==> config.mk <==
export PLATFORM = sky130hd
export DESIGN_NAME = acquisition_instruction_decoder
export DESIGN_NICKNAME = d
export VERILOG_FILES = /design/src/logic/acq_decoder_pkg.sv /design/src/logic/acquisition_instruction_decoder.sv
export SDC_FILE = /design/constraint.sdc
export NUM_CORES = 1
export LEC_CHECK = 0
export BUFFER_PORTS_ARGS = -buffer_cell sky130_fd_sc_hd__buf_2
export CAP_MARGIN = 15
export CORE_UTILIZATION = 53
export CTS_BUF_LIST = sky130_fd_sc_hd__clkbuf_4
export DETAILED_ROUTE_END_ITERATION = 8
export PLACE_DENSITY = 0.76
export SETUP_SLACK_MARGIN = 0.1
export SYNTH_ARGS = -nofsm -noshare
export SYNTH_HDL_FRONTEND = slang
export SYNTH_SLANG_ARGS = --single-unit
==> constraint.sdc <==
create_clock -name core_clk_in -period 6.4 [get_ports core_clk_in]
set_clock_uncertainty 0.2 [all_clocks]
set_input_delay 1.28 -clock core_clk_in [delete_from_list [all_inputs] [get_ports core_clk_in]]
set_output_delay 1.28 -clock core_clk_in [all_outputs]
set_load 0.03 [all_outputs]
==> src/logic/acq_decoder_pkg.sv <==
// Shared constants and types for the acquisition instruction decoder.
package acq_decoder_pkg;

    // Register addresses.
    localparam logic [4:0] ADDR_RESULT_LOW = 5'h00;
    localparam logic [4:0] ADDR_RESULT_HIGH = 5'h01;
    localparam logic [4:0] ADDR_OVERLOAD = 5'h02;
    localparam logic [4:0] ADDR_CONV_CTRL = 5'h03;
    localparam logic [4:0] ADDR_GAIN_CHANNEL = 5'h04;
    localparam logic [4:0] ADDR_PIN_STATE = 5'h05;
    localparam logic [4:0] ADDR_PIN_DIR = 5'h06;
    localparam logic [4:0] ADDR_REF_OSC = 5'h07;
    localparam logic [4:0] ADDR_SERIAL_CTRL = 5'h18;
    localparam logic [4:0] ADDR_PART_ID = 5'h1F;

    // Writable bit masks; other bits read as zero, but bit 7 of registers 4 and 5 reads busy.
    localparam logic [7:0] MASK_CONV_CTRL = 8'h2F;
    localparam logic [7:0] MASK_GAIN_CHANNEL = 8'h7F;
    localparam logic [7:0] MASK_PIN_STATE = 8'h0F;
    localparam logic [7:0] MASK_PIN_DIR = 8'h0F;
    localparam logic [7:0] MASK_REF_OSC = 8'h3F;
    localparam logic [7:0] MASK_SERIAL_CTRL = 8'hE7;

    // Field positions.
    localparam int BIT_MODE = 7;
    localparam int BIT_READ = 6;
    localparam int BIT_WIDE = 5;
    localparam int BIT_CONVERT = 7;

    // Reset values and special codes.
    localparam logic [7:0] REG_RESET = 8'h00;
    localparam logic [7:0] RESET_INSTRUCTION = 8'h00;
    localparam logic [3:0] COUNT_ZERO = 4'h0;
    localparam logic [3:0] COUNT_BYTE_LAST = 4'h7;
    localparam logic [3:0] COUNT_WORD_LAST = 4'hF;
    localparam logic [1:0] CONV_FALLS_TO_START = 2'h2;

    // Serial port states.
    typedef enum logic [3:0] {
        ST_INSTR = 4'b0001,
        ST_WRITE = 4'b0010,
        ST_READ = 4'b0100,
        ST_SYNC = 4'b1000
    } serial_state_t;

    // Register-mode instruction fields.
    typedef struct packed {
        logic direct;
        logic read;
        logic wide;
        logic [4:0] addr;
    } instr_t;

    // Result delivered by the converter core.
    typedef struct packed {
        logic [13:0] result_bits;
        logic overrange_flag;
        logic [5:0] overload_cause_flags;
    } conv_result_t;

endpackage

==> src/logic/acquisition_instruction_decoder.sv <==
// Instruction decoder and register file of a serial data acquisition converter.
`timescale 1ns/100ps
module acquisition_instruction_decoder #(
    parameter logic [7:0] PART_ID_VALUE = 8'h5A // Arbitrary identity value.
) (
    input wire logic core_clk_in,
    input wire logic rst_n_in,
    input wire logic sclk_in,
    input wire logic cs_n_in,
    input wire logic din_in,
    output logic dout_out,
    output logic dout_oe_out,
    input wire logic conversion_clock_in,
    input wire logic conv_done_in,
    input wire acq_decoder_pkg::conv_result_t conv_result_in,
    input wire logic [3:0] digital_pin_bits_in,
    output logic [3:0] digital_pin_bits_out,
    output logic [3:0] pin_direction_bits_out,
    output logic conv_start_out,
    output logic busy_out,
    output logic [2:0] gain_select_field_out,
    output logic [3:0] input_select_field_out,
    output logic [7:0] converter_control_out,
    output logic [7:0] reference_control_out,
    output logic [7:0] serial_control_out
);

    logic [1:0] sclk_sync_r;
    logic [1:0] cs_sync_r;
    logic [1:0] din_sync_r;
    logic [1:0] cclk_sync_r;
    logic [3:0] pin_sync_a_r;
    logic [3:0] pin_sync_b_r;
    logic sclk_prev_r;
    logic cclk_prev_r;
    logic sclk_rise;
    logic sclk_fall;
    logic cclk_fall;
    logic cs_active;
    logic din_s;

    acq_decoder_pkg::serial_state_t state_r;
    logic [3:0] bit_cnt_r;
    logic [6:0] instr_shift_r;
    logic [14:0] wdata_r;
    acq_decoder_pkg::instr_t instr_r;
    logic [7:0] tx_r;
    logic [7:0] instr_final;
    logic [15:0] wdata_final;
    acq_decoder_pkg::instr_t instr_new;
    logic instr_latch;
    logic soft_reset;
    logic direct_cmd;
    logic commit;
    logic [4:0] pair_addr_w;

    logic [7:0] result_low_r;
    logic [7:0] result_high_r;
    logic [7:0] overload_r;
    logic [7:0] conv_ctrl_r;
    logic [6:0] gain_channel_r;
    logic [3:0] pin_state_r;
    logic [3:0] pin_dir_r;
    logic [7:0] ref_osc_r;
    logic [7:0] serial_ctrl_r;

    logic start_req;
    logic [7:0] gain_wval;
    logic [7:0] pin_wval;
    logic start_pend_r;
    logic [1:0] fall_cnt_r;
    logic busy_r;
    logic conv_start_r;

    // Second address of a two-byte transfer: flipping bit 0 adds one to even, subtracts one from odd.
    function automatic logic [4:0] pair_addr(input logic [4:0] a);
        pair_addr = {a[4:1], ~a[0]};
    endfunction

    // Value that a register read returns for a given address.
    function automatic logic [7:0] read_reg(input logic [4:0] a);
        case (a)
            acq_decoder_pkg::ADDR_RESULT_LOW: read_reg = result_low_r;
            acq_decoder_pkg::ADDR_RESULT_HIGH: read_reg = result_high_r;
            acq_decoder_pkg::ADDR_OVERLOAD: read_reg = overload_r;
            acq_decoder_pkg::ADDR_CONV_CTRL: read_reg = conv_ctrl_r;
            acq_decoder_pkg::ADDR_GAIN_CHANNEL: read_reg = {busy_r, gain_channel_r};
            acq_decoder_pkg::ADDR_PIN_STATE: read_reg = {busy_r, 3'h0,
                (pin_dir_r & pin_state_r) | (~pin_dir_r & pin_sync_b_r)};
            acq_decoder_pkg::ADDR_PIN_DIR: read_reg = {4'h0, pin_dir_r};
            acq_decoder_pkg::ADDR_REF_OSC: read_reg = ref_osc_r;
            acq_decoder_pkg::ADDR_SERIAL_CTRL: read_reg = serial_ctrl_r;
            acq_decoder_pkg::ADDR_PART_ID: read_reg = PART_ID_VALUE;
            default: read_reg = 8'h00;
        endcase
    endfunction

    // True when a committed write covers the target address.
    function automatic logic wr_hit(input logic [4:0] target);
        wr_hit = commit && (instr_r.addr == target || (instr_r.wide && pair_addr_w == target));
    endfunction

    // Byte that a committed write delivers to the target address.
    function automatic logic [7:0] wr_val(input logic [4:0] target);
        if (instr_r.addr == target) begin
            wr_val = instr_r.wide ? wdata_final[15:8] : wdata_final[7:0];
        end else begin
            wr_val = wdata_final[7:0];
        end
    endfunction

    // Two-flop synchronisers for all pins, then one more stage for edge finding.
    always_ff @(posedge core_clk_in or negedge rst_n_in) begin
        if (!rst_n_in) begin
            sclk_sync_r <= 2'h0;
            cs_sync_r <= 2'h3;
            din_sync_r <= 2'h0;
            cclk_sync_r <= 2'h0;
            pin_sync_a_r <= 4'h0;
            pin_sync_b_r <= 4'h0;
            sclk_prev_r <= 1'b0;
            cclk_prev_r <= 1'b0;
        end else begin
            sclk_sync_r <= {sclk_sync_r[0], sclk_in};
            cs_sync_r <= {cs_sync_r[0], cs_n_in};
            din_sync_r <= {din_sync_r[0], din_in};
            cclk_sync_r <= {cclk_sync_r[0], conversion_clock_in};
            pin_sync_a_r <= digital_pin_bits_in;
            pin_sync_b_r <= pin_sync_a_r;
            sclk_prev_r <= sclk_sync_r[1];
            cclk_prev_r <= cclk_sync_r[1];
        end
    end

    // Edge events and instruction decode.
    always_comb begin
        cs_active = ~cs_sync_r[1];
        din_s = din_sync_r[1];
        sclk_rise = cs_active & sclk_sync_r[1] & ~sclk_prev_r;
        sclk_fall = cs_active & ~sclk_sync_r[1] & sclk_prev_r;
        cclk_fall = ~cclk_sync_r[1] & cclk_prev_r;
        instr_final = {instr_shift_r, din_s};
        instr_new = acq_decoder_pkg::instr_t'(instr_final);
        wdata_final = {wdata_r, din_s};
        pair_addr_w = pair_addr(instr_r.addr);
        instr_latch = sclk_rise && state_r == acq_decoder_pkg::ST_INSTR
            && bit_cnt_r == acq_decoder_pkg::COUNT_BYTE_LAST;
        direct_cmd = instr_latch && instr_final[acq_decoder_pkg::BIT_MODE];
        soft_reset = instr_latch && instr_final == acq_decoder_pkg::RESET_INSTRUCTION;
        commit = sclk_rise && state_r == acq_decoder_pkg::ST_WRITE
            && bit_cnt_r == (instr_r.wide ? acq_decoder_pkg::COUNT_WORD_LAST : acq_decoder_pkg::COUNT_BYTE_LAST);
    end

    // Serial port sequencer: instruction byte, then data bytes in or out.
    always_ff @(posedge core_clk_in or negedge rst_n_in) begin
        if (!rst_n_in) begin
            state_r <= acq_decoder_pkg::ST_INSTR;
            bit_cnt_r <= acq_decoder_pkg::COUNT_ZERO;
            instr_shift_r <= 7'h00;
            wdata_r <= 15'h0000;
            instr_r <= '0;
            tx_r <= 8'h00;
            dout_out <= 1'b0;
            dout_oe_out <= 1'b0;
        end else if (!cs_active) begin
            state_r <= acq_decoder_pkg::ST_INSTR;
            bit_cnt_r <= acq_decoder_pkg::COUNT_ZERO;
            dout_oe_out <= 1'b0;
        end else begin
            dout_oe_out <= 1'b1;
            case (state_r)
                acq_decoder_pkg::ST_INSTR: begin
                    if (sclk_rise) begin
                        instr_shift_r <= instr_final[6:0];
                        bit_cnt_r <= bit_cnt_r + 4'h1;
                        if (instr_latch) begin
                            bit_cnt_r <= acq_decoder_pkg::COUNT_ZERO;
                            instr_r <= instr_new;
                            if (soft_reset) begin
                                state_r <= acq_decoder_pkg::ST_SYNC;
                            end else if (instr_new.direct) begin
                                state_r <= acq_decoder_pkg::ST_INSTR;
                            end else if (instr_new.read) begin
                                state_r <= acq_decoder_pkg::ST_READ;
                                tx_r <= read_reg(instr_new.addr);
                            end else begin
                                state_r <= acq_decoder_pkg::ST_WRITE;
                            end
                        end
                    end
                end
                acq_decoder_pkg::ST_WRITE: begin
                    if (sclk_rise) begin
                        wdata_r <= wdata_final[14:0];
                        bit_cnt_r <= bit_cnt_r + 4'h1;
                        if (commit) begin
                            bit_cnt_r <= acq_decoder_pkg::COUNT_ZERO;
                            state_r <= acq_decoder_pkg::ST_INSTR;
                        end
                    end
                end
                acq_decoder_pkg::ST_READ: begin
                    // Data changes on falling edges so the host samples it stable on rising edges.
                    if (sclk_fall) begin
                        dout_out <= tx_r[7];
                        tx_r <= {tx_r[6:0], 1'b0};
                    end else if (sclk_rise) begin
                        bit_cnt_r <= bit_cnt_r + 4'h1;
                        if (bit_cnt_r == acq_decoder_pkg::COUNT_BYTE_LAST && instr_r.wide) begin
                            tx_r <= read_reg(pair_addr_w);
                        end
                        if (bit_cnt_r == (instr_r.wide ? acq_decoder_pkg::COUNT_WORD_LAST
                                : acq_decoder_pkg::COUNT_BYTE_LAST)) begin
                            bit_cnt_r <= acq_decoder_pkg::COUNT_ZERO;
                            state_r <= acq_decoder_pkg::ST_INSTR;
                        end
                    end
                end
                acq_decoder_pkg::ST_SYNC: begin
                    // After a soft reset with select held low, the first one bit re-frames the port.
                    if (sclk_rise && din_s) begin
                        state_r <= acq_decoder_pkg::ST_INSTR;
                        bit_cnt_r <= acq_decoder_pkg::COUNT_ZERO;
                    end
                end
                default: begin
                    state_r <= acq_decoder_pkg::ST_INSTR;
                    bit_cnt_r <= acq_decoder_pkg::COUNT_ZERO;
                end
            endcase
        end
    end

    // Register file; all registers clear on a soft reset.
    always_ff @(posedge core_clk_in or negedge rst_n_in) begin
        if (!rst_n_in) begin
            result_low_r <= acq_decoder_pkg::REG_RESET;
            result_high_r <= acq_decoder_pkg::REG_RESET;
            overload_r <= acq_decoder_pkg::REG_RESET;
            conv_ctrl_r <= acq_decoder_pkg::REG_RESET;
            gain_channel_r <= 7'h00;
            pin_state_r <= 4'h0;
            pin_dir_r <= 4'h0;
            ref_osc_r <= acq_decoder_pkg::REG_RESET;
            serial_ctrl_r <= acq_decoder_pkg::REG_RESET;
        end else if (soft_reset) begin
            result_low_r <= acq_decoder_pkg::REG_RESET;
            result_high_r <= acq_decoder_pkg::REG_RESET;
            overload_r <= acq_decoder_pkg::REG_RESET;
            conv_ctrl_r <= acq_decoder_pkg::REG_RESET;
            gain_channel_r <= 7'h00;
            pin_state_r <= 4'h0;
            pin_dir_r <= 4'h0;
            ref_osc_r <= acq_decoder_pkg::REG_RESET;
            serial_ctrl_r <= acq_decoder_pkg::REG_RESET;
        end else begin
            if (conv_done_in) begin
                result_low_r <= {conv_result_in.result_bits[5:0], 1'b0, conv_result_in.overrange_flag};
                result_high_r <= conv_result_in.result_bits[13:6];
                overload_r <= {2'h0, conv_result_in.overload_cause_flags};
            end
            if (direct_cmd) begin
                gain_channel_r <= instr_final[6:0];
            end else if (wr_hit(acq_decoder_pkg::ADDR_GAIN_CHANNEL)) begin
                gain_channel_r <= gain_wval[6:0];
            end
            if (wr_hit(acq_decoder_pkg::ADDR_CONV_CTRL)) begin
                conv_ctrl_r <= wr_val(acq_decoder_pkg::ADDR_CONV_CTRL) & acq_decoder_pkg::MASK_CONV_CTRL;
            end
            if (wr_hit(acq_decoder_pkg::ADDR_PIN_STATE)) begin
                pin_state_r <= pin_wval[3:0];
            end
            if (wr_hit(acq_decoder_pkg::ADDR_PIN_DIR)) begin
                pin_dir_r <= 4'(wr_val(acq_decoder_pkg::ADDR_PIN_DIR));
            end
            if (wr_hit(acq_decoder_pkg::ADDR_REF_OSC)) begin
                ref_osc_r <= wr_val(acq_decoder_pkg::ADDR_REF_OSC) & acq_decoder_pkg::MASK_REF_OSC;
            end
            if (wr_hit(acq_decoder_pkg::ADDR_SERIAL_CTRL)) begin
                serial_ctrl_r <= wr_val(acq_decoder_pkg::ADDR_SERIAL_CTRL) & acq_decoder_pkg::MASK_SERIAL_CTRL;
            end
        end
    end

    // Start requests from a direct command or a write setting the convert bit of register 4 or 5.
    always_comb begin
        gain_wval = wr_val(acq_decoder_pkg::ADDR_GAIN_CHANNEL);
        pin_wval = wr_val(acq_decoder_pkg::ADDR_PIN_STATE);
        start_req = direct_cmd
            || (wr_hit(acq_decoder_pkg::ADDR_GAIN_CHANNEL) && gain_wval[acq_decoder_pkg::BIT_CONVERT])
            || (wr_hit(acq_decoder_pkg::ADDR_PIN_STATE) && pin_wval[acq_decoder_pkg::BIT_CONVERT]);
    end

    // Conversion launch on the second conversion clock fall; busy until the core reports done.
    always_ff @(posedge core_clk_in or negedge rst_n_in) begin
        if (!rst_n_in) begin
            start_pend_r <= 1'b0;
            fall_cnt_r <= 2'h0;
            busy_r <= 1'b0;
            conv_start_r <= 1'b0;
        end else if (soft_reset) begin
            start_pend_r <= 1'b0;
            fall_cnt_r <= 2'h0;
            busy_r <= 1'b0;
            conv_start_r <= 1'b0;
        end else begin
            conv_start_r <= 1'b0;
            if (start_req && !busy_r && !start_pend_r) begin
                start_pend_r <= 1'b1;
                fall_cnt_r <= 2'h0;
            end else if (start_pend_r && cclk_fall) begin
                fall_cnt_r <= fall_cnt_r + 2'h1;
                if (fall_cnt_r + 2'h1 == acq_decoder_pkg::CONV_FALLS_TO_START) begin
                    start_pend_r <= 1'b0;
                    conv_start_r <= 1'b1;
                end
            end
            // When a start request and a completion share a cycle with busy low, the set path is listed last so it wins.
            if (conv_done_in) begin
                busy_r <= 1'b0;
            end
            if (start_req && !busy_r) begin
                busy_r <= 1'b1;
            end
        end
    end

    // Register-driven outputs.
    always_comb begin
        conv_start_out = conv_start_r;
        busy_out = busy_r;
        gain_select_field_out = gain_channel_r[6:4];
        input_select_field_out = gain_channel_r[3:0];
        converter_control_out = conv_ctrl_r;
        reference_control_out = ref_osc_r;
        serial_control_out = serial_ctrl_r;
        digital_pin_bits_out = pin_state_r;
        pin_direction_bits_out = pin_dir_r;
    end

endmodule

# Word-level counts from Yosys, hierarchy flattened
# Cells that the tools add are included.
# Widths: inputs -> output; s select.
# op_classes
n_reduce_logical,57
div_mod_pow,0
n_bitwise,14
shifts,0
order_cmp,0
mul,0
n_eq_ne,46
mux,76
n_addsub,2
# op_table
operator,count
$mux 8,24
$pmux 8 s10,2
$mux 4,25
$eq 5x3->1 const B,12
$pmux 4 s4,2
$ne 3x3->1 const B,10
$eq 5x2->1 const B,5
$eq 5x5->1 const B,5
$logic_and 1x1->1,25
$mux 7,3
$pmux 8 s2,1
$reduce_bool 2->1,7
$mux 1,12
$mux 6,2
$reduce_bool 3->1,4
$eq 5x1->1 const B,2
$logic_not 5->1,2
$ne 2x2->1 const B,5
$reduce_and 3->1,3
$reduce_and 9->1,1
$and 4x4->4,2
$eq 4x3->1 const B,2
$logic_not 8->1,1
$logic_or 1x1->1,8
18 further kinds,30
# totals
mem_count,0
romBits,0
ff_bits,132
word_cells,225
latchBits,0
ramBits,0

# Longest topological paths before layout
# Gate-level depths: netlist of run 1.
# depth
depth_word,13
depth_mapped,8

# Least setup slack after synthesis of run 1
# Ideal clock, no wire load.
# synth_path
kind,register to register
from,register state_r[0]
to,register start_pend_r
setup_time_ps,65
arrival_time_ps,2620
period_less_slack_ps,2886
t_required_ps,6135
stages_incl_launch_ff,8
slack_ps,3514
cell_sequence,dfstp_2 > buf_6 > or4b_4 > or4_1 > buf_2 > or4_4 > a311oi_2 > o21ba_1
# synth_via
elab_chain_cells,11
elab_cells_between_ends,21
cone_classes,2 x eq/ne; 2 x mux; 17 x reduce/logical
# synth_rtl
item,line,source
start: declaration,acquisition_instruction_decoder.sv:42,acq_decoder_pkg::serial_state_t state_r;
start signal: assignment,acquisition_instruction_decoder.sv:157,state_r <= acq_decoder_pkg::ST_INSTR;
start signal: assignment,acquisition_instruction_decoder.sv:166,state_r <= acq_decoder_pkg::ST_INSTR;
start signal: assignment,acquisition_instruction_decoder.sv:180,state_r <= acq_decoder_pkg::ST_SYNC;
$eq 4x2->1,acquisition_instruction_decoder.sv:150,commit = sclk_rise && state_r == acq_decoder_pkg::ST_WRITE
$logic_and 1x1->1,acquisition_instruction_decoder.sv:150,
$logic_and 1x1->1,acquisition_instruction_decoder.sv:151,&& bit_cnt_r == (instr_r.wide ? acq_decoder_pkg::COUNT_WORD_LAST : acq_decoder_pkg::COUNT_BYTE_LAST);
$logic_and 1x1->1,acquisition_instruction_decoder.sv:100,wr_hit = commit && (instr_r.addr == target || (instr_r.wide && pair_addr_w == target));
$logic_and 1x1->1,acquisition_instruction_decoder.sv:290,|| (wr_hit(acq_decoder_pkg::ADDR_GAIN_CHANNEL) && gain_wval[acq_decoder_pkg::BIT_CONVERT])
$logic_or 1x1->1,acquisition_instruction_decoder.sv:290,
$logic_or 1x1->1,acquisition_instruction_decoder.sv:291,|| (wr_hit(acq_decoder_pkg::ADDR_PIN_STATE) && pin_wval[acq_decoder_pkg::BIT_CONVERT]);
$logic_and 1x1->1 (2 in a row),acquisition_instruction_decoder.sv:308,if (start_req && !busy_r && !start_pend_r) begin
$reduce_bool 3->1 (no line) / $mux 1 (equally long branches),-,
$reduce_and 2->1 (no line) / $mux 1 (equally long branches),-,
end signal: assignment,acquisition_instruction_decoder.sv:302,start_pend_r <= 1'b0;
end signal: assignment,acquisition_instruction_decoder.sv:309,start_pend_r <= 1'b1;
end signal: assignment,acquisition_instruction_decoder.sv:314,start_pend_r <= 1'b0;
end: declaration,acquisition_instruction_decoder.sv:70,logic start_pend_r;
# Several ways; a longest one is shown, not always the timed one.
# A chain may end at the register's enable or synchronous reset.

# Final worst setup path of run 1
# layout_path
from,register instr_r[2] (netlist name)
to,"register pin_dir_r[3], in the netlist pin_direction_bits_out[3]"
# layout_via
elab_chain_cells,5
elab_cells_between_ends,9
cone_classes,2 x eq/ne; 3 x mux; 4 x reduce/logical
# layout_rtl
item,line,source
start: declaration,acquisition_instruction_decoder.sv:46,acq_decoder_pkg::instr_t instr_r;
start signal: assignment,acquisition_instruction_decoder.sv:178,instr_r <= instr_new;
$eq 5x3->1,acquisition_instruction_decoder.sv:100,
$logic_and 1x1->1,acquisition_instruction_decoder.sv:100,
$logic_or 1x1->1,acquisition_instruction_decoder.sv:100,
$logic_and 1x1->1,acquisition_instruction_decoder.sv:100,
$reduce_bool 2->1 (no line),-,
end signal: assignment,acquisition_instruction_decoder.sv:274,pin_dir_r <= 4'(wr_val(acq_decoder_pkg::ADDR_PIN_DIR));
end: declaration,acquisition_instruction_decoder.sv:63,logic [3:0] pin_dir_r;
# Several ways; a longest one is shown, not always the timed one. The select of a mux whose other input is x is not followed.

==> results.py, run 1 <==
metrics = {
    "run_status": {
        "status": "completed",
    },
    "setup_path": {
        "setup.worst_path.class": "register to register",
        "worst_setup_path_start_kind": "register",
        "timing.rr.start": "instr_r[2]",
        "reg2reg_depth": 5,
        "required_ns": 6.61,
        "r2r_end": "pin_direction_bits_out[3]",
        "crit_family": "simple AND/OR/NAND/NOR gates",
        "crit_slowest_cell": "dfrtp_1",
        "cpPeakStageDelay_ns": 1.04,
        "crit_path_cell_trace": "nor3b_1 -> nand2_1 -> a21oi_1 -> mux2i_1 -> nor2_1",
        "cp-end-kind": "register",
        "rrSetupSlack_ns": 2.83,
        "crit_fanout": 35,
        "crit_arrival_ns": 3.78,
        "cp_num_buf_inv": 0,
    },
    "yosys": {
        "ys_ff_latch": 122,
        "yosys.area.top_type": "dfrtp_1",
        "yosysWarnings": 0,
        "synth_common_cells": "dfrtp_1, nor2_1, mux2i_1",
        "yosysUniqueCellTypes": 72,
        "synth-async-reset-ratio_pct": 100,
        "ys_top_cells_by_area": "dfrtp_1, mux2_2, mux2i_1, nor2_1, clkbuf_1",
        "synth.avg_cell_area_um2": 10.2,
        "synth.most_common_cell": "dfrtp_1",
        "synth_cells": 684,
        "synth_top_area_share_pct": 42.8,
        "synthFlopType": "dfrtp_1",
        "synth_area_um2": 6960,
        "yosysSeqAreaShare_pct": 43.9,
        "synth_edf_count": 0,
    },
    "finish": {
        "multi_input_area_um2": 3630,
        "seqCellArea_um2": 3060,
        "syn_to_final_growth_pct": 9.75,
        "drive_gt1_share_pct": 26.4,
        "diodes": 0,
        "fill_cells": 1102,
        "final_nets": 760,
    },
    "timing": {
        "setup_viol": 0,
        "maxSlewHeadroom_pct": 22.3,
        "rsz0062_at_grt": "false",
        "finalHoldViolCount": 0,
        "slew_violations": 0,
        "fin_tns_setup_ns": 0,
        "min_period_ns": 3.57,
        "tightest_slew_ns": 1.16,
        "finalCritPeriodShare_pct": 55.8,
        "max_freq_mhz": 280,
    },
    "detailed_routing": {
        "drtIter0Drc": 540,
        "drc": 0,
        "wire_per_inst_um": 21.8,
        "routed-via-count": 5902,
        "firstDrtPassIters": 5,
        "wirelength_mm": 19.8,
        "viasPerCell": 6.48,
        "antenna_left": 0,
    },
    "hold_path": {
        "whs_path_depth": 0,
        "min_to": "pin_sync_b_r[3]",
        "min_from": "pin_sync_a_r[3]",
        "holdCritPathClass": "register to register",
    },
    "global_routing": {
        "gr-total-overflow": 0,
        "grt_start_max_net_pins": 77,
        "antenna_found_initial": 0,
        "grt_pass1_vias": 5461,
        "grt_pass1_wl_mm": 30.7,
        "grt_usage_pct": 31.1,
    },
    "clock_network": {
        "cts_resized": 0,
        "clkTransAtPathRegs_ns": 0.11,
        "clk_latency_ns": 0.56,
        "clockRootBuffer": "clkbuf_4",
        "clockBufferDepth": 2,
        "cts_buffers": 17,
        "cts_tree": "built",
        "cts.sinks": 122,
        "cts_hold_buf": 0,
        "postCtsSetupBuffers": 0,
        "cts_max_level": 4,
    },
    "die": {
        "rows": 41,
        "core_region_area_um2": 12700,
        "initial_core_util_pct": 54.7,
        "die_h_um": 117,
        "floorplan.die_area_um2": 13600,
        "io_pins": 75,
        "die_w_um": 117,
    },
    "power_and_ir_drop": {
        "p_sw_mw": 0.663,
        "seqPwrFrac_pct": 48.2,
        "swShare_pct": 34.2,
        "p_leak_nw": 3.54,
        "pwr-share-comb_pct": 22.0,
        "p_per_area_nw_per_um2": 254,
        "p_clk_share_pct": 29.8,
        "power.internal_mw": 1.28,
        "ir_worst_vdd_uv": 140,
        "finalPower_mw": 1.94,
    },
    "run": {
        "drv_cap": 0,
    },
    "placement": {
        "place_hpwl_mm": 14.1,
        "globalplace.congestion": 0.927,
        "io_buffers": 67,
    },
}
[through the flow]
step	cells	hold WS, ns	setup WS (ns)	cell area (µm²)	util [%]
after floorplan	690	0.131	3.51	6980	-
after global placement	879	0.133	3.11	7330	57.6
after detailed placement	879	0.136	3.01	7330	57.6
after CTS	911	0.163	2.99	7640	60.0
after global routing	911	0.167	2.58	7640	60.0
final	911	0.161	2.83	7640	60.0
[worst reg2reg max path, cell delays in order, from the launching register on]
cell and delay, ns:
dfrtp_1 1.04, nor3b_1 1.02, nand2_1 0.35, a21oi_1 0.51, mux2i_1 0.25, nor2_1 0.06
[final cells by class]
cell class | instances | share of cell area [%]
multi-input cells | 499 | 47.5
flip-flops and latches | 122 | 40.0
repair buffers | 72 | 4.92
well taps | 172 | 2.82
clock inverters | 14 | 2.24
clock buffers | 18 | 1.77
inverters | 14 | 0.688
[power groups by stage]
stage / Clock, mW / Combinational [mW] / Sequential, mW
after floorplan: 0 / 0.351 / 0.873
after global placement: 0 / 0.406 / 0.940
after detailed placement: 0 / 0.420 / 0.946
after CTS: 0.594 / 0.422 / 0.932
after global routing: 0.621 / 0.462 / 0.944
final: 0.579 / 0.428 / 0.936
[layout by cell type (no fill, tap or decap), drive strengths merged, types with 5 or more instances in the layout]
cell type,n
a211oi,13
a21o,5
a21oi,15
a22oi,5
a31oi,13
and3,10
buf,72
clkbuf,18
clkinvlp,5
conb,7
dfrtp,119
inv,16
mux2,64
mux2i,69
nand2,31
nand2b,7
nand3,14
nand3b,6
nand4,5
nand4b,5
nor2,78
nor2b,10
nor3,13
nor3b,7
nor4,7
o21ai,20
or2,9
or3,5
or4,5
or4b,7
[registers in the layout, summed over array words and instances (netlist names), 4 cells and up]
signal,count
converter_control_out,5
serial_control_out,6
digital_pin_bits_out,4
instr_shift_r,7
bit_cnt_r,4
tx_r,8
pin_direction_bits_out,4
reference_control_out,6
result_low_r,7
wdata_r,15
gain_channel_r,7
pin_sync_a_r,4
instr_r,6
result_high_r,8
overload_r,6
state_r,4
pin_sync_b_r,4
[logic make-up (layout without fill, tap and decap cells)]
logic type / after synthesis / in the layout / share of synthesized area, %
simple gates: 231 / 231 / 17.8
mux: 134 / 134 / 20.6
flops: 122 / 122 / 43.9
compound gates: 121 / 121 / 12.5
buf+inv: 69 / 118 / 4.24
xor+xnor: 4 / 4 / 0.503
fa+ha+maj: 2 / 2 / 0.360
other cells: 1 / 7 / 0.0539
[routing by layer]
metal	vias up	wire [µm]	global-route usage (%)
li1	2603	-	-
met1	2903	8150	41.6
met2	333	9060	47.6
met3	63	1890	7.73
met4	0	722	14.9
met5	-	0	0
[how the worst max path moves through the flow]
stage | from | end | slack, ns | depth (start not counted)
2_1_floorplan | state_r[0] | start_pend_r | 3.51 | 7
3_3_place_gp | instr_r[2] | reference_control_out[5] | 3.11 | 5
3_5_place_dp | instr_r[2] | pin_direction_bits_out[3] | 3.01 | 5
4_1_cts | instr_r[2] | pin_direction_bits_out[3] | 2.99 | 5
5_1_grt | instr_r[2] | pin_direction_bits_out[3] | 2.58 | 5
6_report | instr_r[2] | pin_direction_bits_out[3] | 2.83 | 5
(Power assumes the default switching activity.)
==> run 2: changes to the inputs <==
- ABC_AREA: default -> 1
- clock period: 6.4 -> 3.58 ns (I/O delays scaled with it)
==> results.py, run 2 <==
metrics = {
    "yosys": {
        "synth_area_um2": 6810,
        "ys_ff_latch": 122,
        "synth_cells": 938,
        "synth.avg_cell_area_um2": 7.26,
        "synthFlopType": "dfrtp_1",
        "yosysSeqAreaShare_pct": 44.9,
        "ys_top_cells_by_area": "dfrtp_1, nand2_1, o21ai_0, nand3_1, inv_1",
        "synth.most_common_cell": "nand2_1",
        "synth_common_cells": "nand2_1, dfrtp_1, o21ai_0",
        "synth_top_area_share_pct": 43.7,
        "yosysWarnings": 0,
        "synth_edf_count": 0,
        "yosysUniqueCellTypes": 38,
        "synth-async-reset-ratio_pct": 100,
        "yosys.area.top_type": "dfrtp_1",
    },
    "die": {
        "io_pins": 75,
        "floorplan.die_area_um2": 13300,
        "rows": 41,
        "initial_core_util_pct": 54.2,
        "die_h_um": 115,
        "core_region_area_um2": 12600,
        "die_w_um": 115,
    },
    "setup_path": {
        "setup.worst_path.class": "register to register",
        "cp_common_cell": "inv_1",
        "crit_arrival_ns": 3.16,
        "crit_path_cell_trace": "inv_1 -> nand2_1 -> inv_1 -> nor2_1 -> nand3_2 -> o21ai_1 -> o2111ai_1 -> o21ai_0",
        "worst_setup_path_start_kind": "register",
        "cp-end-kind": "register",
        "crit_fanout": 25,
        "crit_slowest_cell": "dfrtp_1",
        "cpPeakStageDelay_ns": 0.82,
        "required_ns": 3.87,
    },
    "clock_network": {
        "clk_latency_ns": 0.56,
        "cts_buffers": 17,
        "cts_resized": 0,
        "clockBufferDepth": 2,
        "cts_tree": "built",
        "clockRootBuffer": "clkbuf_4",
        "cts_max_level": 4,
        "clkTransAtPathRegs_ns": 0.11,
        "cts.sinks": 122,
    },
    "detailed_routing": {
        "routed-via-count": 6621,
        "drc": 0,
        "wirelength_mm": 21.0,
        "drtIter0Drc": 771,
        "antenna_left": 0,
        "firstDrtPassIters": 6,
        "wire_per_inst_um": 17.6,
        "viasPerCell": 5.56,
    },
    "power_and_ir_drop": {
        "power.internal_mw": 2.33,
        "finalPower_mw": 3.67,
        "p_clk_share_pct": 29.6,
        "ir_worst_vdd_uv": 429,
        "swShare_pct": 36.4,
        "p_sw_mw": 1.33,
        "seqPwrFrac_pct": 45.1,
        "pwr-share-comb_pct": 25.2,
        "p_leak_nw": 3.86,
        "p_per_area_nw_per_um2": 482,
    },
    "finish": {
        "final_nets": 1039,
        "layout_commonest_cell": "nand2_1",
        "reg_top3": "wdata_r (15), result_high_r (8), tx_r (8)",
        "max_flop_register": "wdata_r",
        "fill_cells": 1205,
        "drive_gt1_share_pct": 14.0,
        "largest_reg_flops": 15,
        "syn_to_final_growth_pct": 11.8,
        "diodes": 0,
        "most-common-layout-cells": "nand2_1, dfrtp_1, o21ai_0",
    },
    "timing": {
        "setup_viol": 0,
        "timing.hold.ws_ns": 0.0463,
        "tightest_slew_ns": 0.934,
        "finalCritPeriodShare_pct": 80.3,
        "rsz0062_at_grt": "false",
        "max_freq_mhz": 348,
        "finalHoldViolCount": 0,
        "min_period_ns": 2.87,
        "maxSlewHeadroom_pct": 37.1,
        "fin_tns_setup_ns": 0,
        "slew_violations": 0,
    },
    "global_routing": {
        "gr-usage-met1_pct": 46.7,
        "antenna_found_initial": 0,
        "grt_start_max_net_pins": 57,
        "grt_pass1_vias": 6066,
        "grt_pass1_wl_mm": 33.1,
        "gr-total-overflow": 0,
        "gr-max-usage-layer": "met2",
        "gr-usage-met3_pct": 8.07,
        "use_met2_pct": 51.9,
        "grt_usage_pct": 33.7,
    },
    "run": {
        "drv_cap": 0,
    },
    "hold_path": {
        "holdCritPathClass": "input pin to register",
    },
    "placement": {
        "place_hpwl_mm": 15.9,
        "globalplace.congestion": 1.01,
        "io_buffers": 67,
    },
    "run_status": {
        "status": "completed",
    },
}
run 2: cell type report:
type,count,area [µm²],area share [%]
clock inverter,14,179,2.35
multi-input combinational,688,3230,42.5
sequential,122,3060,40.2
clock buffer,18,135,1.78
inverter,101,379,4.98
tap,172,215,2.83
timing repair buffer,75,413,5.42
run 2: path summary, 6_finish.rpt:
kind                           startpoint                     to  slack [ns]  cells past startpoint
max                            instr_r[5]  serial_control_out[7]        0.71                      8
min                               cs_n_in           cs_sync_r[0]        0.05                      1
max reg2reg                    instr_r[5]  serial_control_out[7]        0.71                      8
min reg2reg                sclk_sync_r[0]         sclk_sync_r[1]        0.16                      0
max in group asynchronous        rst_n_in            cclk_prev_r        1.95                      3
min in group asynchronous        rst_n_in             wdata_r[3]        0.43                      2
run 2: metrics by stage:
stage,area [µm²],instances,util (%),setup WS (ns)
final,7610,1190,60.6,0.705
after global routing,7610,1190,60.6,0.477
after CTS,7610,1190,60.6,0.779
after detailed placement,7290,1157,58.0,0.808
after global placement,7290,1157,58.0,0.933
after floorplan,6830,944,-,1.70
run 2: critical path, delay by kind of cell, from the launching register on:
family	cells	cell delay [ns]
AND/OR/NAND/NOR	3	0.59
flip-flops	1	0.82
AO/OA/AOI/OAI	3	0.96
buffers and inverters	2	0.23
run 2: timing repair:
action / in CTS / in global routing
endpoints found under the setup margin: 0 / 0
buffers inserted: 0 / 0
hold buffers: 1 / 0
endpoints found under the hold margin: 34 / 0
run 2: metal layers:
metal | vias up | wire [µm]
li1 | 3175 | -
met1 | 3113 | 9110
met2 | 297 | 9520
met3 | 36 | 1890
met4 | 0 | 483
met5 | - | 0
run 2: kinds of logic (layout without fill, tap and decap cells):
logic type | count (synthesis) | count (layout) | synth area share, %
simple gates | 502 | 502 | 31.6
fa+ha+maj | 2 | 2 | 0.367
buf+inv | 134 | 208 | 7.97
compound gates | 169 | 169 | 13.8
other cells | 1 | 7 | 0.0551
flops | 122 | 122 | 44.9
mux | 7 | 7 | 1.16
xor+xnor | 1 | 1 | 0.129
run 2: power groups by stage:
stage,combinational [mW],sequential [mW],clock [mW]
2_1_floorplan,0.678,1.63,0
3_3_place_gp,0.901,1.68,0
3_5_place_dp,0.907,1.67,0
4_1_cts,0.909,1.65,1.10
5_1_grt,1.04,1.67,1.16
6_report,0.925,1.65,1.09
==> run 3: changes to the inputs <==
- PLACE_DENSITY: 0.76 -> 0.79
- clock period: 3.58 -> 2.6 ns (I/O delays scaled with it)
==> results.py, run 3 (synthesis gave the netlist of run 2 again) <==
metrics = {
    "run_status": {
        "status": "completed",
    },
    "die": {
        "rows": 41,
        "initial_core_util_pct": 54.2,
        "die_w_um": 115,
        "floorplan.die_area_um2": 13300,
        "die_h_um": 115,
        "io_pins": 75,
        "core_region_area_um2": 12600,
    },
    "placement": {
        "placed_cells": 1193,
        "globalplace.congestion": 1.01,
        "io_buffers": 67,
        "preCtsSetupSlack_ns": 0.210,
        "place_hpwl_mm": 16.4,
    },
    "finish": {
        "diodes": 0,
        "layout_commonest_cell": "nand2_1",
        "drive_gt1_share_pct": 17.3,
        "max_flop_register": "wdata_r",
        "syn_to_final_growth_pct": 20.5,
        "layoutNonFillerInstCount": 1256,
        "most-common-layout-cells": "nand2_1, dfrtp_1, o21ai_0",
        "reg_top3": "wdata_r (15), result_high_r (8), tx_r (8)",
        "final_nets": 1105,
        "largest_reg_flops": 15,
        "fin_util_pct": 65.3,
    },
    "global_routing": {
        "antenna_found_initial": 1,
        "grt_pass1_wl_mm": 34.4,
        "gr-total-overflow": 0,
        "grt_start_max_net_pins": 64,
        "grt_usage_pct": 35.3,
        "grt_pass1_vias": 6399,
    },
    "setup_path": {
        "cp_num_buf_inv": 1,
        "crit_arrival_ns": 2.68,
        "crit_path_cell_trace": "nor3_1 -> nand4_4 -> o21ai_1 -> buf_4 -> nand3_1 -> o21ai_0",
        "setup.worst_path.class": "register to register",
        "crit_fanout": 12,
        "required_ns": 2.88,
        "crit_slowest_cell": "nor3_1",
        "crit_family": "simple AND/OR/NAND/NOR gates",
        "worst_setup_path_start_kind": "register",
        "cp-end-kind": "register",
        "cpPeakStageDelay_ns": 0.60,
    },
    "timing": {
        "worst_slack_ns": 0.203,
        "max_freq_mhz": 417,
        "slew_violations": 0,
        "finalCritPeriodShare_pct": 92.2,
        "fin_tns_setup_ns": 0,
        "min_period_ns": 2.40,
        "setup_viol": 0,
        "rsz0062_at_grt": "false",
        "tightest_slew_ns": 0.678,
        "finalHoldViolCount": 0,
        "maxSlewHeadroom_pct": 54.5,
    },
    "power_and_ir_drop": {
        "swShare_pct": 37.7,
        "p_per_area_nw_per_um2": 636,
        "p_sw_mw": 1.97,
        "pwr-share-comb_pct": 28.3,
        "p_leak_nw": 4.19,
        "p_clk_share_pct": 28.7,
        "power.internal_mw": 3.25,
        "seqPwrFrac_pct": 43.0,
        "ir_worst_vdd_uv": 526,
        "finalPower_mw": 5.22,
    },
    "clock_network": {
        "clkTransAtPathRegs_ns": 0.12,
        "cts_buffers": 17,
        "clockBufferDepth": 2,
        "cts_tree": "built",
        "clockRootBuffer": "clkbuf_4",
        "cts.sinks": 122,
        "cts_max_level": 4,
        "clk_latency_ns": 0.58,
    },
    "detailed_routing": {
        "viasPerCell": 5.59,
        "drc": 0,
        "drtIter0Drc": 724,
        "routed-via-count": 7021,
        "firstDrtPassIters": 6,
        "wire_per_inst_um": 18.0,
        "antenna_left": 0,
        "wirelength_mm": 22.5,
    },
    "run": {
        "drv_cap": 0,
    },
    "hold_path": {
        "holdCritPathClass": "input pin to register",
    },
}
-- run 3: changes by cell type in the layout (fill, tap and decap cells not counted), moves of 2 or more --
cell           before  now
nand3_1            72   70
dlygate4sd3_1       1   28
buf_4               7   45
clkinv_2            4    0
clkinv_4            1    5
inv_6               0    2
nand3_2             2    4
-- run 3: final cells by class --
type | instances | area, µm²
fillers | 1128 | 4360
inverters | 101 | 379
well taps | 172 | 215
clock buffers | 19 | 143
multi-input cells | 689 | 3270
clock inverters | 13 | 170
repair buffers | 140 | 968
flip-flops and latches | 122 | 3060
-- run 3: worst min-delay path, delay by kind of cell --
family | cells | cell delay, ns
AO/OA/AOI/OAI | 1 | 0.08
AND/OR/NAND/NOR | 1 | 0.06
buffers and inverters | 1 | 0.09
-- run 3: path summary, 6_finish.rpt --
check	start	end	slack (ns)	cells past startpoint
min reg2reg	pin_sync_a_r[0]	pin_sync_b_r[0]	0.16	0
min	conv_result_in[13]	result_high_r[0]	0.005	3
max	instr_shift_r[4]	serial_control_out[6]	0.20	6
max in group asynchronous	rst_n_in	state_r[0]	1.33	3
min in group asynchronous	rst_n_in	wdata_r[12]	0.18	2
max reg2reg	instr_shift_r[4]	serial_control_out[6]	0.20	6
-- run 3: stage by stage --
| step | area [µm²] | hold slack, ns |
|---|---|---|
| floorplan | 6830 | 0.0244 |
| global placement | 7560 | 0.132 |
| detailed placement | 7560 | 0.135 |
| CTS | 8150 | 0.00228 |
| global route | 8210 | 0.0147 |
| finish | 8210 | 0.00508 |
-- run 3: repair_timing --
action                     CTS  global route
buffers inserted             0             2
hold buffers                28             0
setup endpoints to repair    0            17
hold endpoints to repair    51             0
resized for setup            0             6
-- run 3: power by group through the flow --
stage / Clock [mW] / Combinational, mW / Sequential, mW
after floorplan: 0 / 0.934 / 2.24
after global placement: 0 / 1.36 / 2.27
after detailed placement: 0 / 1.37 / 2.27
after CTS: 1.50 / 1.41 / 2.24
after global routing: 1.59 / 1.62 / 2.27
final: 1.50 / 1.48 / 2.25
-- run 3: layer usage --
metal / global-route usage, % / routed length (µm)
met1: 46.5 / 9160
met2: 54.6 / 10400
met3: 9.33 / 2070
met4: 16.3 / 929
met5: 0 / 13
